File: src/design/flyback_seq_defines.vh
// constants for the flyback fault and mode sequencer
// assumes a 40 MHz system clock; included by the sequencer only
`ifndef FLYBACK_SEQ_DEFINES_VH
`define FLYBACK_SEQ_DEFINES_VH

// --------------------------------------------------------------------
// registers and fields
// --------------------------------------------------------------------
`define ADDR_CTRL        12'h000
`define ADDR_STATUS      12'h004
`define ADDR_FAULTS      12'h008
`define ADDR_ID          12'h00c
`define CTRL_RESET       32'h0000_0000
`define CTRL_VARIANT_BIT 0
`define CTRL_LATCH_BIT   1
`define CTRL_OFFSET_BIT  2
`define CTRL_ENABLE_BIT  3

// --------------------------------------------------------------------
// operating states
// --------------------------------------------------------------------
`define ST_OFF     3'h0
`define ST_STARTUP 3'h1
`define ST_ON      3'h2
`define ST_FAULT   3'h3
`define ST_DISABLE 3'h4

// --------------------------------------------------------------------
// qualification
// --------------------------------------------------------------------
`define OVP_CYCLES   6'h03
`define OTP_CYCLES   6'h20
`define BO_CYCLES    6'h10
`define CLK_MHZ      40
`define BO_TIME_US   1
`define BO_CLKS      (`BO_TIME_US * `CLK_MHZ)

`endif

File: src/design/flyback_seq.v
// flyback controller fault qualification and operating mode sequencer
// assumes comparator flags arrive asynchronously from the analog front
// end and that supply power-on reset drives resetn_i
//
// What this block does
// - variant bit picks brown-out sensing or ovp plus otp; disable always
// - brown-out offset current turns on after first brown-in, stays on
// - brown-out fault only after full qualification time below threshold
// - ovp fault after three consecutive switching cycles above threshold
// - otp fault after 32 switching cycles beyond temperature threshold
// - pin below disable level stops switching at once
// - supply below turn-on keeps off state, all but the offset source held disabled
// - supply crossing turn-on moves off to startup
// - after fault or shutdown stay powered until undervoltage turn-off
// - startup clamps to ramp, ends on ramp done or feedback below ramp
// - faults stay active in startup and send device to fault
// - on state selects burst, foldback, fixed or boost from feedback
// - fault state stops switching and enables supply fault sink
// - undervoltage in fault turns off, clears faults, restarts later
// - latched variant resumes only after power-on reset
// - pin below disable enters low-power disabled state
// - leave disabled when pin rises again and no fault pending
// - keep running between undervoltage turn-off and overvoltage lockout
// - auto-restart retries every startup, re-faults if still present
`timescale 1ns/100ps
`include "flyback_seq_defines.vh"

module flyback_seq (
  input  wire        clock_i,
  input  wire        resetn_i,
  // apb slave
  input  wire        psel_i,
  input  wire        penable_i,
  input  wire        pwrite_i,
  input  wire [11:0] paddr_i,
  input  wire [31:0] pwdata_i,
  output reg  [31:0] prdata_o,
  output reg         pready_o,
  output reg         pslverr_o,
  // comparator flags (asynchronous)
  input  wire        sw_cycle_i,
  input  wire        vdd_above_on_i,
  input  wire        vdd_below_off_i,
  input  wire        vdd_above_ovlo_i,
  input  wire        flt_below_bo_i,
  input  wire        flt_above_bi_i,
  input  wire        flt_above_ovp_i,
  input  wire        flt_beyond_otp_i,
  input  wire        flt_below_dis_i,
  input  wire        ramp_done_i,
  input  wire        feedback_pin_below_ramp_i,
  input  wire [1:0]  feedback_pin_region_i,
  // outputs
  output reg         switch_en_o,
  output reg         softstart_clamp_o,
  output reg  [1:0]  region_sel_o,
  output reg         fault_sink_en_o,
  output reg         offset_src_en_o,
  output reg         low_power_o,
  output reg         circuits_en_o
);

  parameter [31:0] ID_VALUE = 32'h0000_5a01; // arbitrary value

  // ------------------------------------------------------------------
  // input synchronisers
  // ------------------------------------------------------------------
  localparam NIN = 12;
  wire [NIN-1:0] raw_in;
  assign raw_in = {sw_cycle_i, vdd_above_on_i, vdd_below_off_i,
                   vdd_above_ovlo_i, flt_below_bo_i, flt_above_bi_i,
                   flt_above_ovp_i, flt_beyond_otp_i, flt_below_dis_i,
                   ramp_done_i, feedback_pin_below_ramp_i, 1'b0};
  reg  [NIN-1:0] s1_r;
  reg  [NIN-1:0] s2_r;
  reg  [NIN-1:0] s3_r;
  reg  [NIN-1:0] q_r;

  // a change counts once second and third stages agree
  genvar gi;
  generate
    for (gi = 0; gi < NIN; gi = gi + 1) begin : g_sync
      always @(posedge clock_i or negedge resetn_i) begin
        if (!resetn_i) begin
          s1_r[gi] <= 1'b0;
          s2_r[gi] <= 1'b0;
          s3_r[gi] <= 1'b0;
          q_r[gi]  <= 1'b0;
        end else begin
          s1_r[gi] <= raw_in[gi];
          s2_r[gi] <= s1_r[gi];
          s3_r[gi] <= s2_r[gi];
          if (s2_r[gi] == s3_r[gi])
            q_r[gi] <= s3_r[gi];
        end
      end
    end
  endgenerate

  wire cyc_lvl  = q_r[11];
  wire vdd_on   = q_r[10];
  wire vdd_off  = q_r[9];
  wire vdd_ovlo = q_r[8];
  wire bo_low   = q_r[7];
  wire bi_high  = q_r[6];
  wire ovp_hi   = q_r[5];
  wire otp_hit  = q_r[4];
  wire dis_low  = q_r[3];
  wire ramp_dn  = q_r[2];
  wire fb_below = q_r[1];

  // region code is a multi-bit level from the pin side; the whole word
  // must agree in the last two stages, so a skewed change of two bits
  // never shows a code that was not on the pins
  reg [1:0] reg1_r;
  reg [1:0] reg2_r;
  reg [1:0] reg3_r;
  reg [1:0] rsync_r;
  always @(posedge clock_i or negedge resetn_i) begin
    if (!resetn_i) begin
      reg1_r  <= 2'h0;
      reg2_r  <= 2'h0;
      reg3_r  <= 2'h0;
      rsync_r <= 2'h0;
    end else begin
      reg1_r <= feedback_pin_region_i;
      reg2_r <= reg1_r;
      reg3_r <= reg2_r;
      if (reg2_r == reg3_r)
        rsync_r <= reg3_r;
    end
  end

  // one pulse per switching cycle, taken on its rising edge
  reg  cyc_d_r;
  wire cyc_tick = cyc_lvl & ~cyc_d_r;
  always @(posedge clock_i or negedge resetn_i) begin
    if (!resetn_i)
      cyc_d_r <= 1'b0;
    else
      cyc_d_r <= cyc_lvl;
  end

  // ------------------------------------------------------------------
  // apb registers
  // ------------------------------------------------------------------
  reg  [31:0] ctrl_r;
  wire        bo_variant = ctrl_r[`CTRL_VARIANT_BIT];
  wire        latched    = ctrl_r[`CTRL_LATCH_BIT];
  reg  [2:0]  state_r;
  reg  [2:0]  state_nxt;
  reg  [3:0]  faults_r;  // {ovlo, otp, ovp, brownout}
  reg         latch_mem_r;
  wire        apb_acc = psel_i & penable_i;

  // single-cycle answer: pready high in every access phase
  always @(posedge clock_i or negedge resetn_i) begin
    if (!resetn_i) begin
      ctrl_r    <= `CTRL_RESET;
      prdata_o  <= 32'h0000_0000;
      pready_o  <= 1'b0;
      pslverr_o <= 1'b0;
    end else begin
      pready_o  <= psel_i & ~penable_i;
      pslverr_o <= 1'b0;
      if (psel_i & ~penable_i) begin
        case (paddr_i)
          `ADDR_CTRL:   prdata_o <= ctrl_r;
          `ADDR_STATUS: prdata_o <= {24'h0, latch_mem_r, offset_src_en_o,
                                     region_sel_o, 1'b0, state_r};
          `ADDR_FAULTS: prdata_o <= {28'h0, faults_r};
          `ADDR_ID:     prdata_o <= ID_VALUE;
          default: begin
            prdata_o  <= 32'h0000_0000;
            pslverr_o <= 1'b1;
          end
        endcase
      end
      if (apb_acc & pready_o & pwrite_i & (paddr_i == `ADDR_CTRL))
        ctrl_r <= {28'h0, pwdata_i[3:0]};
    end
  end

  // ------------------------------------------------------------------
  // fault qualifiers
  // ------------------------------------------------------------------
  reg [5:0] ovp_cnt_r;
  reg [5:0] otp_cnt_r;
  reg [5:0] ovlo_cnt_r;
  reg [5:0] bo_cnt_r;
  reg [7:0] bo_pre_r;  // clock prescaler for brown-out qualification
  wire bo_pre_tick = (bo_pre_r == (`BO_CLKS - 1));
  wire in_off      = (state_r == `ST_OFF);

  // count a step of a consecutive qualifier, saturating at its limit
  function [5:0] qual_step;
    input [5:0] cnt;
    input       cond;
    input       tick;
    input [5:0] lim;
    begin
      if (!cond)
        qual_step = 6'h00;
      else if (tick && cnt < lim)
        qual_step = cnt + 6'h01;
      else
        qual_step = cnt;
    end
  endfunction

  // qualifiers stay active in startup too; cleared in off state or when their condition drops
  always @(posedge clock_i or negedge resetn_i) begin
    if (!resetn_i) begin
      ovp_cnt_r  <= 6'h00;
      otp_cnt_r  <= 6'h00;
      ovlo_cnt_r <= 6'h00;
      bo_cnt_r   <= 6'h00;
      bo_pre_r   <= 8'h00;
    end else if (in_off) begin
      ovp_cnt_r  <= 6'h00;
      otp_cnt_r  <= 6'h00;
      ovlo_cnt_r <= 6'h00;
      bo_cnt_r   <= 6'h00;
      bo_pre_r   <= 8'h00;
    end else begin
      ovp_cnt_r  <= qual_step(ovp_cnt_r, ovp_hi & ~bo_variant,
                              cyc_tick, `OVP_CYCLES);
      otp_cnt_r  <= qual_step(otp_cnt_r, otp_hit & ~bo_variant,
                              cyc_tick, `OTP_CYCLES);
      ovlo_cnt_r <= qual_step(ovlo_cnt_r, vdd_ovlo,
                              cyc_tick, `OVP_CYCLES);
      bo_cnt_r   <= qual_step(bo_cnt_r, bo_low & bo_variant,
                              bo_pre_tick, `BO_CYCLES);
      bo_pre_r   <= bo_pre_tick ? 8'h00 : bo_pre_r + 8'h01;
    end
  end

  // variant decides which pin qualifiers can fire
  wire [3:0] qual_hit = {ovlo_cnt_r == `OVP_CYCLES,
                         otp_cnt_r  == `OTP_CYCLES,
                         ovp_cnt_r  == `OVP_CYCLES,
                         bo_cnt_r   == `BO_CYCLES};
  wire any_fault = |qual_hit;

  // ------------------------------------------------------------------
  // fault memory and offset source
  // ------------------------------------------------------------------
  // latched memory survives undervoltage; only power-on reset clears it
  always @(posedge clock_i or negedge resetn_i) begin
    if (!resetn_i) begin
      faults_r        <= 4'h0;
      latch_mem_r     <= 1'b0;
      offset_src_en_o <= 1'b0;
    end else begin
      if (in_off)
        faults_r <= 4'h0;
      else
        faults_r <= faults_r | qual_hit;
      if (any_fault & latched)
        latch_mem_r <= 1'b1;
      if (bo_variant & bi_high & ~in_off)
        offset_src_en_o <= 1'b1;
      else if (~bo_variant)
        offset_src_en_o <= 1'b0;
    end
  end

  // ------------------------------------------------------------------
  // operating state machine
  // ------------------------------------------------------------------
  always @* begin
    state_nxt = state_r;
    case (state_r)
      `ST_OFF: begin
        if (vdd_on & ~vdd_off & ~latch_mem_r)
          state_nxt = `ST_STARTUP;
      end
      `ST_STARTUP: begin
        if (vdd_off)
          state_nxt = `ST_OFF;
        else if (any_fault)
          state_nxt = `ST_FAULT;
        else if (dis_low)
          state_nxt = `ST_DISABLE;
        else if (ramp_dn | fb_below)
          state_nxt = `ST_ON;
      end
      `ST_ON: begin
        if (vdd_off)
          state_nxt = `ST_OFF;
        else if (any_fault)
          state_nxt = `ST_FAULT;
        else if (dis_low)
          state_nxt = `ST_DISABLE;
      end
      `ST_FAULT: begin
        if (vdd_off)
          state_nxt = `ST_OFF;
      end
      `ST_DISABLE: begin
        if (vdd_off)
          state_nxt = `ST_OFF;
        else if (any_fault)
          state_nxt = `ST_FAULT;
        else if (~dis_low)
          state_nxt = `ST_STARTUP;
      end
      default: state_nxt = `ST_OFF;
    endcase
  end

  // state register plus registered outputs
  always @(posedge clock_i or negedge resetn_i) begin
    if (!resetn_i) begin
      state_r           <= `ST_OFF;
      switch_en_o       <= 1'b0;
      softstart_clamp_o <= 1'b0;
      region_sel_o      <= 2'h0;
      fault_sink_en_o   <= 1'b0;
      low_power_o       <= 1'b0;
      circuits_en_o     <= 1'b0;
    end else begin
      state_r <= state_nxt;
      // disable pin cuts switching with no qualification at all
      switch_en_o <= ctrl_r[`CTRL_ENABLE_BIT] & ~dis_low &
                     ~any_fault & ~vdd_off &
                     ((state_nxt == `ST_STARTUP) |
                      (state_nxt == `ST_ON));
      softstart_clamp_o <= (state_nxt == `ST_STARTUP);
      region_sel_o      <= (state_nxt == `ST_ON) ?
                           rsync_r : 2'h0;
      fault_sink_en_o   <= (state_nxt == `ST_FAULT);
      low_power_o       <= (state_nxt == `ST_DISABLE);
      circuits_en_o     <= (state_nxt != `ST_OFF);
    end
  end

endmodule // flyback_seq

File: config.mk
export PLATFORM = sky130hd
export DESIGN_NAME = flyback_seq
export DESIGN_NICKNAME = d
export VERILOG_FILES = /design/src/design/flyback_seq.v
export VERILOG_INCLUDE_DIRS = /design/src /design/src/design
export SDC_FILE = /design/constraint.sdc
export NUM_CORES = 1
export LEC_CHECK = 0
export ABC_CLOCK_PERIOD_IN_PS = 2520
export BUFFER_PORTS_ARGS = -buffer_cell sky130_fd_sc_hd__buf_2
export CORE_MARGIN = 2
export CORE_UTILIZATION = 45
export CTS_CLUSTER_DIAMETER = 120
export DETAILED_ROUTE_END_ITERATION = 16
export GPL_TIMING_DRIVEN = 0
export PLACE_DENSITY = 0.68
export SYNTH_ARGS = -nofsm -noshare
export SYNTH_HDL_FRONTEND = slang
export SYNTH_SLANG_ARGS = --single-unit
File: constraint.sdc
create_clock -name clock_i -period 2.52 [get_ports clock_i]
set_clock_uncertainty 0.2 [all_clocks]
set_input_delay 0.126 -clock clock_i [delete_from_list [all_inputs] [get_ports clock_i]]
set_output_delay 0.126 -clock clock_i [all_outputs]
set_load 0.005 [all_outputs]
**Word-level counts from Yosys, hierarchy flattened**

Cells that the tools add are included.

- Logic and storage cells: 182
- Flip-flop bits (word level): 139
- Memory bits (read-only): 0
- Bits in latches: 0
- Input port bits: 62
- Memories kept: 0
- Memory bits (writable): 0
- Output and inout bits: 42

- Order comparisons: 4
- Equality and inequality tests: 33
- Shift operators: 0
- Div/mod/pow operators: 0
- Reductions and logical operators: 9
- Multiplexer cells: 34
- Bitwise operators: 29
- Add/subtract/negate cells: 5
- $mul: 0

Operators with widths:

| kind | number |
|---|---|
| 2-to-1 mux 6 bit | 12 |
| case mux 15 bit (4 select lines) | 1 |
| 2-to-1 mux 3 bit | 12 |
| adder 6 x 1 -> 6 bit, second input constant | 4 |
| equality test 12 x 4 -> 1 bit, second input constant | 2 |
| AND 1 bit | 18 |
| 2-to-1 mux 8 bit | 2 |
| case mux 3 bit (5 select lines) | 1 |
| equality test 12 x 3 -> 1 bit, second input constant | 1 |
| equality test 3 x 2 -> 1 bit, second input constant | 4 |
| equality test 6 x 2 -> 1 bit, second input constant | 2 |
| logical NOT 12 bit | 1 |
| less-than comparator 6 x 2 -> 1 bit, second input constant | 2 |
| equality test 1 bit | 11 |
| inequality test 3 x 2 -> 1 bit, second input constant | 3 |
| adder 8 x 1 -> 8 bit, second input constant | 1 |
| equality test 8 x 6 -> 1 bit, second input constant | 1 |
| inverter 1 bit | 8 |
| OR reduction 4 bit | 2 |
| equality test 3 x 1 -> 1 bit, second input constant | 2 |
| equality test 3 bit, second input constant | 2 |
| equality test 6 x 5 -> 1 bit, second input constant | 1 |
| equality test 6 bit, second input constant | 1 |
| less-than comparator 6 x 5 -> 1 bit, second input constant | 1 |
| other kinds (12) | 19 |

**Depth between registers and ports, before layout**

Gate-level depths: netlist of run 1.

- Depth in word-level cells: 9
- Gate-level depth with buffers: 6
- Gate-level depth less buffers: 6

**Worst setup path after synthesis of run 1**

OpenSTA, ideal clock, no wires.

- Path kind: register to register
- Start: register otp_cnt_r[0]
- End: register circuits_en_o
- Cell stages (with the launch flop): 7
- Period minus slack after synthesis: 1,728 ps
- Path slack: 792 ps
- Arrival time: 1,383 ps
- Data required time: 2,175 ps
- Library setup time: 145 ps
- Path buffers: 0
- Cell sequence: dfrtp_1 -> inv_1 -> ha_1 -> nand2_1 -> a2bb2o_1 -> o21ai_0 -> nand4_1

- Cells in the longest elaborated chain, start to end: 6
- Elaborated cells on any way between the ends: 10
- Classes of those cells: eq/ne: 1; mux: 7; reduce/logical: 2

RTL lines:

| what | RTL line | text |
|---|---|---|
| start, declared | flyback_seq.v:188 | `reg [5:0] otp_cnt_r;` |
| start signal, assigned | flyback_seq.v:228 | `otp_cnt_r <= qual_step(otp_cnt_r, otp_hit & ~bo_variant,` |
| equality test 6 bit (no source line) (*) | n/a |  |
| OR reduction 4 bit (*) | flyback_seq.v:243 | `wire any_fault = \|qual_hit;` |
| 2-to-1 mux 3 bit (on tied branches) | flyback_seq.v:303, flyback_seq.v:281, flyback_seq.v:291 |  |
| 2-to-1 mux 3 bit (on tied branches) | flyback_seq.v:301, flyback_seq.v:279, flyback_seq.v:289 |  |
| case mux 3 bit (5 select lines) (*) | flyback_seq.v:273 | `case (state_r)` |
| nonzero test 3 bit (no source line) (*) | n/a |  |
| end signal, assigned | flyback_seq.v:334 | `` circuits_en_o <= (state_nxt != `ST_OFF); `` |
| end, declared | flyback_seq.v:60 | `output reg circuits_en_o` |

Every way passes the cells marked *; elsewhere a longest branch is shown, timed or not.
A chain may end at the register's enable or synchronous reset.

**Final worst setup path of run 1**

- Start: input port paddr_i[4]
- End: register prdata_o[3]

- Cells in the longest elaborated chain, start to end: 2
- Elaborated cells on any way between the ends: 5
- Classes of those cells: eq/ne: 3; mux: 1; reduce/logical: 1

RTL lines:

| what | RTL line | text |
|---|---|---|
| start, declared | flyback_seq.v:35 | `input wire [11:0] paddr_i,` |
| equality test 12 x 4 -> 1 bit, or another cell as far along | flyback_seq.v:167 | `case (paddr_i)` |
| case mux 15 bit (4 select lines) (*) | flyback_seq.v:167 |  |
| end signal, assigned | flyback_seq.v:168 | `` `ADDR_CTRL: prdata_o <= ctrl_r; `` |
| end signal, assigned | flyback_seq.v:169 | `` `ADDR_STATUS: prdata_o <= {24'h0, latch_mem_r, offset_src_en_o, `` |
| end signal, assigned | flyback_seq.v:171 | `` `ADDR_FAULTS: prdata_o <= {28'h0, faults_r}; `` |
| end, declared | flyback_seq.v:37 | `output reg [31:0] prdata_o,` |

Marks and branches as above.

==> results.py, run 1 <==
metrics = {
    "grt": {
        "grt_pass1_wl_um": 14000,
        "grt_pass1_vias": 3046,
        "overflow_after_grt": 0,
        "grt_start_max_net_pins": 43,
        "initial_antenna_violation_count": 0,
        "track_usage_pct": 16.1,
    },
    "synth": {
        "synth_flop_cell": "sky130_fd_sc_hd__dfrtp_1",
        "postSynth.asyncResetShare_pct": 100,
        "syn_area_per_cell_sq_um": 12.2,
        "post_synth_edffs": 0,
        "synth.top_cells.by_area": "sky130_fd_sc_hd__dfrtp_1, sky130_fd_sc_hd__buf_4, sky130_fd_sc_hd__nor2_1",
        "netlist-cell-type-count": 51,
        "yosys.area.top_type": "sky130_fd_sc_hd__dfrtp_1",
        "yosys_warnings": 0,
        "synth_area_sq_mm": 0.00460,
        "synth_sequential_area_ratio_pct": 63.1,
        "post_synthesis_cells": 376,
        "ys_seq_elements": 116,
        "synth.most_common_cell": "sky130_fd_sc_hd__dfrtp_1",
        "netlist_top_cells_count": "sky130_fd_sc_hd__dfrtp_1, sky130_fd_sc_hd__nor2_1, sky130_fd_sc_hd__nand2_1, sky130_fd_sc_hd__buf_4",
        "synth_top_cell_area_share_pct": 63.1,
    },
    "sta": {
        "slew_headroom_pct": 45.9,
        "slew_viol_final": 0,
        "worst_pin_slew_ns": 0.805,
        "min_period_over_period_pct": 94.0,
        "finalCriticalPeriod_ns": 2.37,
        "rsz0062_at_grt": "false",
        "finalSetupViolCount": 0,
        "clock.fmax_mhz": 422,
        "fin_hold_viols": 0,
    },
    "worst_setup_path": {
        "worstPathRequired_ns": 2.77,
        "critical_path.slowest_cell": "sky130_fd_sc_hd__dlygate4sd3_1",
        "critPathLaunchType": "input port",
        "critical_path.cell_chain": "dlygate4sd3_1 -> buf_2 -> nor2_1 -> nand3_2 -> dlygate4sd3_1 -> o41ai_2 -> dlygate4sd3_1",
        "path_buf_inv": 4,
        "cpLargestDelayFamily": "buffers and inverters",
        "cell_with_the_most_instances_on_the_worst_path": "sky130_fd_sc_hd__dlygate4sd3_1",
        "cp.arrival_ns": 2.61,
        "crit_path_max_incr_delay_ns": 0.68,
        "path_max_fanout": 5,
        "crit_end_element": "flip-flop",
        "criticalPathCategory": "in2reg",
        "worst_r2r_startpoint": "state_r[0]",
        "worst_setup_path_startpoint": "paddr_i[4]",
    },
    "clocking": {
        "cts_inserted_buffers": 17,
        "cell_chosen_for_the_clock_root": "sky130_fd_sc_hd__clkbuf_8",
        "insertion_delay_ns": 0.51,
        "cts.htree.levels": 4,
        "cts_max_path_buffers": 2,
        "cts_num_sinks": 116,
        "cts_tree": "yes",
        "cts.reportedPaths.clkPinSlew_ns": 0.06,
    },
    "placement": {
        "placed_area_sq_mm": 0.00515,
        "dp_cells": 583,
        "io_buffers": 53,
        "gpl.final_weighted_congestion": 0.853,
        "hpwl_um": 5430,
    },
    "final_layout": {
        "n_fill_cell": 765,
        "multi_input_logic_area_sq_mm": 0.00153,
        "regArea_sq_mm": 0.00290,
        "layout.cells.non_filler": 651,
        "post-route-cell-area_sq_mm": 0.00611,
        "area_delta_synth_final_pct": 32.7,
        "antennaDiodeCount": 0,
        "finalNetCount": 574,
        "post_route_cells_drive_above_1_share_pct": 24.7,
    },
    "die": {
        "dieWidth_um": 105,
        "core_area_sq_mm": 0.00986,
        "io-pin-count": 104,
        "die_height_um": 105,
        "floorplan.initialDensity_pct": 46.6,
        "placement_rows": 36,
        "die_area_sq_mm": 0.0110,
    },
    "run_status": {
        "status": "finished clean",
    },
    "route": {
        "wl_per_cell_um": 12.6,
        "drt_iter0_markers": 136,
        "detailed_route_wire_length_um": 8180,
        "route.antenna.remaining_nets": 0,
        "via_per_inst": 4.76,
        "drtPass1Iterations": 5,
        "detailroute.via_count": 3097,
        "detail_route.drc_violations": 0,
    },
    "hold_path": {
        "holdCritPathClass": "in2reg",
        "hold_path_startpoint": "flt_above_bi_i",
    },
    "power_and_ir_drop": {
        "power-per-cell-area_mw_per_mm2": 768,
        "vdd.ir_drop.worst_mv": 0.384,
        "p_leak_nw": 2.97,
        "finalPower_w": 0.00469,
    },
    "job": {
        "drv.max_cap_violation_count": 0,
    },
}
report_power, final:
group | total (W) | switching, W | leakage, nW | internal (W)
clock | 0.00231 | 0.000883 | 0.278 | 0.00143
sequential | 0.00201 | 0.0000590 | 1.49 | 0.00195
combinational | 0.000369 | 0.000199 | 1.19 | 0.000170
total | 0.00469 | 0.00114 | 2.97 | 0.00355
state kept, by name, summed over array words and instances, names as in the netlist, 3 cells and up:
signal,flops
bo_cnt_r,6
bo_pre_r,8
ctrl_r,4
faults_r,4
otp_cnt_r,6
ovlo_cnt_r,6
ovp_cnt_r,6
prdata_o,9
s1_r,11
s2_r,11
s3_r,11
state_r,3
layout make-up:
class / instances / area share [%]
plain buffers: 30 / 3.32
multi-input cells: 238 / 25.1
flip-flops and latches: 116 / 47.5
clock inverters: 15 / 2.77
repair buffers: 91 / 11.1
inverters: 11 / 0.676
well taps: 133 / 2.72
clock buffers: 17 / 6.78
layout by cell type, fill, tap and decap left out, types with 4 or more instances in the layout:
cell                              n
sky130_fd_sc_hd__nor2_1          36
sky130_fd_sc_hd__maj3_1          11
sky130_fd_sc_hd__nor2b_1          4
sky130_fd_sc_hd__nand2b_1         6
sky130_fd_sc_hd__conb_1          20
sky130_fd_sc_hd__inv_6            5
sky130_fd_sc_hd__nand4_1          6
sky130_fd_sc_hd__ha_1             7
sky130_fd_sc_hd__a21oi_1         12
sky130_fd_sc_hd__nor3b_1          4
sky130_fd_sc_hd__xnor2_1          8
sky130_fd_sc_hd__mux2i_1          7
sky130_fd_sc_hd__clkbuf_16       16
sky130_fd_sc_hd__buf_2           55
sky130_fd_sc_hd__buf_4           24
sky130_fd_sc_hd__dfrtp_1        116
sky130_fd_sc_hd__nand3_1          8
sky130_fd_sc_hd__o21ai_0          7
sky130_fd_sc_hd__and3_1          12
sky130_fd_sc_hd__nor4b_1          4
sky130_fd_sc_hd__nand2_1         27
sky130_fd_sc_hd__dlygate4sd3_1   35
sky130_fd_sc_hd__mux2_2           4
sky130_fd_sc_hd__o21ai_1          5
sky130_fd_sc_hd__clkbuf_1         4
sky130_fd_sc_hd__inv_1           10
sky130_fd_sc_hd__xor2_1          10
through the flow:
stage / TNS, ns / util [%] / hold slack, ns / setup WS, ns
3_5_place_dp: 0 / 52.2 / -0.0865 / 0.380
6_report: 0 / 61.9 / 0.0534 / 0.152
2_1_floorplan: 0 / - / -0.370 / 0.792
3_3_place_gp: -20.19 / 51.7 / 0.0337 / -0.180
5_1_grt: 0 / 61.9 / 0.0397 / 0.0357
4_1_cts: 0 / 61.8 / 0.0279 / 0.161
worst reg2reg max path, delay by kind of cell (launching register included):
| family | cells | cell delay (ns) |
|---|---|---|
| DFF | 1 | 0.43 |
| buffers and inverters | 1 | 0.20 |
| and+or+nand+nor | 4 | 1.22 |
metal layers:
layer	global-route usage (%)	wire, um	part of all wire [%]
met5	0	0	0
met4	6.29	126	1.5
met3	5.18	432	5.3
met2	25.5	3850	47
met1	20.7	3770	46
cells by family (layout without fill, tap and decap cells):
group,Yosys count,in the layout,synth area share [%]
xor+xnor,18,18,3.43
mux,11,11,2.50
flops,116,116,63.1
buf+inv,41,164,5.30
other cells,1,20,0.0815
compound gates,44,44,6.20
fa+ha+maj,18,18,4.30
simple gates,127,127,15.1
repair_timing:
action / in CTS / in global routing
hold buffers: 36 / 0
endpoints found under the hold margin: 106 / 0
setup endpoints to repair: 0 / 1
gates resized for setup: 0 / 1
buffers inserted: 0 / 0
path summary, 6_finish.rpt:
check,endpoint,slack (ns),cells past startpoint
setup / recovery,prdata_o[3],0.15,7
hold / removal,s1_r[6],0.05,2
setup reg to reg,otp_cnt_r[3],0.37,5
hold reg to reg,reg2_r[1],0.15,0
max in group asynchronous,s3_r[7],1.16,5
min in group asynchronous,reg3_r[0],0.48,4
No activity file was read; power rests on OpenSTA's default activity.
==> run 2, diff against run 1 <==
--- a/config.mk
+++ b/config.mk
@@ -6,14 +6,14 @@
 export SDC_FILE = /design/constraint.sdc
 export NUM_CORES = 1
 export LEC_CHECK = 0
-export ABC_CLOCK_PERIOD_IN_PS = 2520
+export ABC_CLOCK_PERIOD_IN_PS = 2050
 export BUFFER_PORTS_ARGS = -buffer_cell sky130_fd_sc_hd__buf_2
 export CORE_MARGIN = 2
 export CORE_UTILIZATION = 45
 export CTS_CLUSTER_DIAMETER = 120
 export DETAILED_ROUTE_END_ITERATION = 16
 export GPL_TIMING_DRIVEN = 0
-export PLACE_DENSITY = 0.68
+export PLACE_DENSITY = 0.71
 export SYNTH_ARGS = -nofsm -noshare
 export SYNTH_HDL_FRONTEND = slang
 export SYNTH_SLANG_ARGS = --single-unit
==> constraint.sdc (replaced) <==
create_clock -name clock_i -period 2.05 [get_ports clock_i]
set_clock_uncertainty 0.2 [all_clocks]
set_input_delay 0.1025 -clock clock_i [delete_from_list [all_inputs] [get_ports clock_i]]
set_output_delay 0.1025 -clock clock_i [all_outputs]
set_load 0.005 [all_outputs]
==> results.py, run 2 (synthesis results as in run 1) <==
metrics = {
    "run_status": {
        "status": "finished clean",
    },
    "clocking": {
        "insertion_delay_ns": 0.51,
        "cts_inserted_buffers": 17,
        "cts.htree.levels": 4,
        "cts_max_path_buffers": 2,
        "cell_chosen_for_the_clock_root": "sky130_fd_sc_hd__clkbuf_8",
        "cts_num_sinks": 116,
        "cts_tree": "yes",
        "cts.reportedPaths.clkPinSlew_ns": 0.06,
    },
    "final_layout": {
        "finalNetCount": 573,
        "reg.largest.list": "s1_r (11), s2_r (11), s3_r (11)",
        "layout.cells.most_common_list": "sky130_fd_sc_hd__dfrtp_1, sky130_fd_sc_hd__buf_2, sky130_fd_sc_hd__nor2_1",
        "antennaDiodeCount": 0,
        "area_delta_synth_final_pct": 32.7,
        "post_route_cells_drive_above_1_share_pct": 25.3,
        "layout_commonest_cell": "sky130_fd_sc_hd__dfrtp_1",
    },
    "sta": {
        "clock.fmax_mhz": 496,
        "fin_hold_viols": 0,
        "rsz0062_at_grt": "true",
        "finalSetupTns_ns": 0,
        "finalSetupViolCount": 0,
        "slew_viol_final": 0,
        "min_period_over_period_pct": 98.3,
        "finalCriticalPeriod_ns": 2.02,
        "worst_pin_slew_ns": 0.903,
        "slew_headroom_pct": 39.8,
    },
    "power_and_ir_drop": {
        "clockPowerShare_pct": 49.1,
        "power-per-cell-area_mw_per_mm2": 942,
        "netSwitchingPower_w": 0.00148,
        "power.internal_w": 0.00427,
        "pwr-share-comb_pct": 7.9,
        "finalPower_w": 0.00575,
        "sw_frac_of_total_pct": 25.8,
        "vdd.ir_drop.worst_mv": 0.531,
        "p_leak_nw": 2.95,
        "seqPwrFrac_pct": 43.0,
    },
    "worst_setup_path": {
        "path_buf_inv": 2,
        "criticalPathCategory": "reg2reg",
        "crit_path_max_incr_delay_ns": 0.60,
        "critical_path.slowest_cell": "sky130_fd_sc_hd__dlygate4sd3_1",
        "cp.arrival_ns": 2.26,
        "worstPathRequired_ns": 2.30,
        "critPathLaunchType": "flip-flop",
        "cpLargestDelayFamily": "buffers and inverters",
        "path_max_fanout": 10,
        "crit_end_element": "flip-flop",
        "critical_path.cell_chain": "clkbuf_4 -> mux2i_1 -> nor2_1 -> a21oi_1 -> o31ai_1 -> dlygate4sd3_1",
    },
    "route": {
        "detailroute.via_count": 3159,
        "detailed_route_wire_length_um": 8550,
        "wl_per_cell_um": 13.2,
        "via_per_inst": 4.86,
        "drt_iter0_markers": 162,
        "detail_route.drc_violations": 0,
        "route.antenna.remaining_nets": 0,
        "drtPass1Iterations": 5,
    },
    "die": {
        "dieWidth_um": 105,
        "core_area_sq_mm": 0.00986,
        "die_area_sq_mm": 0.0110,
        "floorplan.initialDensity_pct": 46.6,
        "die_height_um": 105,
        "placement_rows": 36,
        "io-pin-count": 104,
    },
    "grt": {
        "use_met3_pct": 5.43,
        "met2_layer_usage_reported_by_global_route_pct": 26.6,
        "grt_pass1_vias": 3108,
        "overflow_after_grt": 0,
        "grt_start_max_net_pins": 75,
        "initial_antenna_violation_count": 0,
        "globalRouteMet1Util_pct": 22.4,
        "grt.busiest_layer": "met2",
        "grt_pass1_wl_um": 14800,
        "track_usage_pct": 17.1,
    },
    "placement": {
        "io_buffers": 53,
        "gpl.final_weighted_congestion": 0.834,
        "hpwl_um": 5390,
    },
    "hold_path": {
        "holdCritPathClass": "in2reg",
    },
    "job": {
        "drv.max_cap_violation_count": 0,
    },
}
==> run 2: changes by cell type in the layout (fill, tap and decap cells not counted), sizes merged <==
cell | previous run | this run
buf | 82 | 79
dlymetal6s4s | 0 | 1
clkbuf | 21 | 23
dlygate4sd3 | 35 | 34
clkinvlp | 3 | 2
bufinv | 2 | 1
inv | 17 | 21
clkinv | 4 | 2
==> run 2: final timing paths <==
kind                        startpoint           to  slack (ns)  cells past startpoint
hold / removal             ramp_done_i      s1_r[2]        0.03                      2
setup reg to reg            state_r[1]  prdata_o[1]        0.03                      6
max in group asynchronous     resetn_i  bo_pre_r[3]        0.84                      3
min in group asynchronous     resetn_i    reg2_r[1]        0.08                      2
hold reg to reg                s1_r[4]      s2_r[4]        0.14                      0
setup / recovery            state_r[1]  prdata_o[1]        0.03                      6
==> run 2: layer usage <==
layer	up-vias	share of wire, %
li1	1522	-
met1	1541	45
met2	81	49
met3	15	4.4
met4	0	1.7
met5	-	0
==> run 2: repair_timing <==
action                                 in CTS  in global routing
pin swaps                                   0                  0
setup endpoints to repair                   7                 10
buffers inserted                            0                  1
endpoints found under the hold margin     101                  0
gates resized for setup                     2                 10
hold buffers                               35                  0
==> run 2: power by group through the flow <==
stage               clock [W]  sequential (W)  combinational, W
global route          0.00300         0.00249          0.000518
finish                0.00282         0.00247          0.000456
CTS                   0.00287         0.00247          0.000452
detailed placement          0         0.00251          0.000409
global placement            0         0.00251          0.000393
floorplan                   0         0.00250          0.000254
==> run 2: final cells by class <==
class / count / area (sq um)
inverters: 11 / 41.3
well taps: 133 / 166
multi-input cells: 238 / 1560
plain buffers: 30 / 208
clock buffers: 17 / 414
clock inverters: 15 / 160
repair buffers: 90 / 648
fillers: 766 / 3760
flip-flops and latches: 116 / 2900
==> run 2: worst register-to-register path, delay by kind of cell, from the launching register on <==
family,cells,cell delay [ns]
DFF,1,0.39
muxes,1,0.09
buffers and inverters,2,0.82
AOI/OAI and AO/OA,2,0.34
and+or+nand+nor,1,0.11
==> run 2: per-stage QoR <==
stage | area, sq um | utilization, % | worst slack (ns) | instances | hold WS (ns)
floorplan | 4670 | - | 0.322 | 395 | -0.393
global placement | 5100 | 51.7 | -0.597 | 581 | 0.00977
detailed placement | 5130 | 52.0 | -0.0681 | 582 | 0.0118
CTS | 6060 | 61.4 | 0.0218 | 649 | 0.00751
global route | 6100 | 61.9 | -0.0337 | 650 | 0.00587
finish | 6100 | 61.9 | 0.0339 | 650 | 0.0263
==> run 3, diff against run 2 <==
--- a/config.mk
+++ b/config.mk
@@ -9,11 +9,11 @@
 export ABC_CLOCK_PERIOD_IN_PS = 2050
 export BUFFER_PORTS_ARGS = -buffer_cell sky130_fd_sc_hd__buf_2
 export CORE_MARGIN = 2
-export CORE_UTILIZATION = 45
+export CORE_UTILIZATION = 30
 export CTS_CLUSTER_DIAMETER = 120
 export DETAILED_ROUTE_END_ITERATION = 16
 export GPL_TIMING_DRIVEN = 0
-export PLACE_DENSITY = 0.71
+export RECOVER_POWER = 100
 export SYNTH_ARGS = -nofsm -noshare
 export SYNTH_HDL_FRONTEND = slang
 export SYNTH_SLANG_ARGS = --single-unit
==> constraint.sdc (replaced) <==
create_clock -name clock_i -period 2.05 [get_ports clock_i]
set_clock_uncertainty 0.2 [all_clocks]
set_input_delay 0 -clock clock_i [delete_from_list [all_inputs] [get_ports clock_i]]
set_output_delay 0 -clock clock_i [all_outputs]
set_load 0.005 [all_outputs]
==> results.py, run 3 (synthesis results as in run 1) <==
metrics = {
    "worst_setup_path": {
        "critPathLaunchType": "flip-flop",
        "worst_r2r_startpoint": "pready_o",
        "worst_setup_path_startpoint": "pready_o",
        "path_max_fanout": 4,
        "cp.arrival_ns": 2.14,
        "worstPathRequired_ns": 2.13,
        "crit_end_element": "flip-flop",
        "criticalPathCategory": "reg2reg",
    },
    "final_layout": {
        "post-route-cell-area_sq_mm": 0.00614,
        "reg.largest.list": "s1_r (11), s2_r (11), s3_r (11)",
        "finalNetCount": 571,
        "regArea_sq_mm": 0.00290,
        "post_route_cells_drive_above_1_share_pct": 21.6,
        "n_fill_cell": 1406,
        "layout.cells.most_common_list": "sky130_fd_sc_hd__dfrtp_1, sky130_fd_sc_hd__buf_2, sky130_fd_sc_hd__nor2_1",
        "multi_input_logic_area_sq_mm": 0.00158,
        "area_delta_synth_final_pct": 33.4,
        "layout_commonest_cell": "sky130_fd_sc_hd__dfrtp_1",
        "antennaDiodeCount": 0,
        "layout.cells.non_filler": 702,
    },
    "hold_path": {
        "hold_path_startpoint": "paddr_i[4]",
        "holdCritPathClass": "in2reg",
    },
    "power_and_ir_drop": {
        "power-per-cell-area_mw_per_mm2": 926,
        "sw_frac_of_total_pct": 21.8,
        "vdd.ir_drop.worst_mv": 0.641,
        "finalPower_w": 0.00568,
        "power.internal_w": 0.00444,
        "clockPowerShare_pct": 48.4,
        "pwr-share-comb_pct": 8.0,
        "netSwitchingPower_w": 0.00124,
        "p_leak_nw": 2.90,
        "seqPwrFrac_pct": 43.6,
    },
    "die": {
        "die_area_sq_mm": 0.0163,
        "dieWidth_um": 128,
        "floorplan.initialDensity_pct": 30.5,
        "placement_rows": 45,
        "core_area_sq_mm": 0.0151,
        "die_height_um": 128,
        "io-pin-count": 104,
    },
    "clocking": {
        "cts_num_sinks": 116,
        "cts_tree": "yes",
        "insertion_delay_ns": 0.40,
        "cts_inserted_buffers": 17,
        "cts_max_path_buffers": 2,
        "cts.reportedPaths.clkPinSlew_ns": 0.05,
        "cell_chosen_for_the_clock_root": "sky130_fd_sc_hd__clkbuf_16",
        "cts.htree.levels": 4,
    },
    "placement": {
        "dp_cells": 637,
        "io_buffers": 53,
        "post_placement_setup_slack_ns": -0.0610,
        "placed_area_sq_mm": 0.00520,
        "gpl.final_weighted_congestion": 0.764,
        "hpwl_um": 5850,
    },
    "sta": {
        "rsz0062_at_grt": "true",
        "slew_headroom_pct": 4.22,
        "worst_pin_slew_ns": 1.44,
        "post_route_hold_slack_ns": -0.0551,
        "clock.fmax_mhz": 486,
        "slew_viol_final": 0,
        "finalCriticalPeriod_ns": 2.06,
        "finalSetupViolCount": 2,
        "fin_hold_viols": 1,
        "min_period_over_period_pct": 100,
        "timing.final.ws_setup_ns": -0.00658,
    },
    "route": {
        "detail_route.drc_violations": 0,
        "detailroute.via_count": 3090,
        "wl_per_cell_um": 12.4,
        "detailed_route_wire_length_um": 8740,
        "via_per_inst": 4.40,
        "drtPass1Iterations": 4,
        "route.antenna.remaining_nets": 0,
        "drt_iter0_markers": 190,
    },
    "grt": {
        "initial_antenna_violation_count": 0,
        "track_usage_pct": 11.5,
        "grt_pass1_wl_um": 14600,
        "grt_start_max_net_pins": 60,
        "grt_pass1_vias": 3093,
        "overflow_after_grt": 0,
    },
    "run_status": {
        "status": "finished, violations left",
        "failed_checks": "hold timing, setup timing",
    },
    "job": {
        "drv.max_cap_violation_count": 0,
    },
}
## run 3: cell count changes in the layout (fill, tap and decap cells not counted), moves of 2 or more
| cell | change |
|---|---|
| sky130_fd_sc_hd__clkinv_4 | -2 |
| sky130_fd_sc_hd__inv_8 | -4 |
| sky130_fd_sc_hd__clkbuf_1 | +17 |
| sky130_fd_sc_hd__buf_4 | -5 |
| sky130_fd_sc_hd__inv_6 | -6 |
| sky130_fd_sc_hd__clkinv_2 | +3 |
| sky130_fd_sc_hd__o21ai_1 | -2 |
| sky130_fd_sc_hd__clkbuf_2 | +2 |
| sky130_fd_sc_hd__clkinvlp_4 | -2 |
| sky130_fd_sc_hd__buf_2 | -11 |
## run 3: layout make-up
| cell class | count | share of cell area (%) |
|---|---|---|
| buffer | 30 | 3.40 |
| clock buffer | 26 | 7.81 |
| clock inverter | 5 | 1.22 |
| inverter | 11 | 0.673 |
| multi-input combinational | 238 | 25.8 |
| sequential | 116 | 47.3 |
| tap | 188 | 3.83 |
| timing repair buffer | 88 | 9.99 |
## run 3: per-layer routing
layer | up-vias | routed length [um] | global-route usage, %
met5 | - | 0 | 0
met4 | 0 | 150 | 5.62
met3 | 14 | 496 | 3.84
met2 | 92 | 3950 | 17.0
met1 | 1476 | 4130 | 15.2
li1 | 1508 | - | -
## run 3: path summary, 6_finish.rpt
| check | end | slack [ns] | cells past startpoint |
|---|---|---|---|
| worst min register to register | s2_r[4] | 0.14 | 0 |
| worst max-delay path | ctrl_r[3] | -0.007 | 4 |
| max in group asynchronous | low_power_o | 0.29 | 3 |
| worst min-delay path | ctrl_r[0] | -0.06 | 5 |
| min in group asynchronous | s1_r[5] | 0.28 | 2 |
| worst max register to register | ctrl_r[3] | -0.007 | 4 |
## run 3: stage by stage
| stage | utilization (%) | TNS [ns] |
|---|---|---|
| 2_1_floorplan | - | 0 |
| 3_3_place_gp | 34.3 | -65.77 |
| 3_5_place_dp | 34.5 | -0.333 |
| 4_1_cts | 40.5 | 0 |
| 5_1_grt | 40.7 | -2.76 |
| 6_report | 40.7 | -0.00910 |
## run 3: power groups by stage
| stage | registers [W] | logic, W | clock network [W] |
|---|---|---|---|
| 2_1_floorplan | 0.00250 | 0.000254 | 0 |
| 3_3_place_gp | 0.00251 | 0.000399 | 0 |
| 3_5_place_dp | 0.00251 | 0.000417 | 0 |
| 4_1_cts | 0.00248 | 0.000458 | 0.00284 |
| 5_1_grt | 0.00249 | 0.000518 | 0.00294 |
| 6_report | 0.00248 | 0.000457 | 0.00275 |
## run 3: worst max-delay path: stages, from the launching register on
cell	delay [ns]
sky130_fd_sc_hd__dfrtp_1	0.34
sky130_fd_sc_hd__nand4_1	0.16
sky130_fd_sc_hd__nor3_4	0.30
sky130_fd_sc_hd__mux2_2	0.38
sky130_fd_sc_hd__dlygate4sd3_1	0.57
## run 3: repair_timing
action | in CTS | in global routing
endpoints found under the setup margin | 7 | 16
hold buffers | 34 | 2
pin swaps | 0 | 0
gates resized for setup | 2 | 14
buffers inserted | 0 | 0
endpoints found under the hold margin | 86 | 1
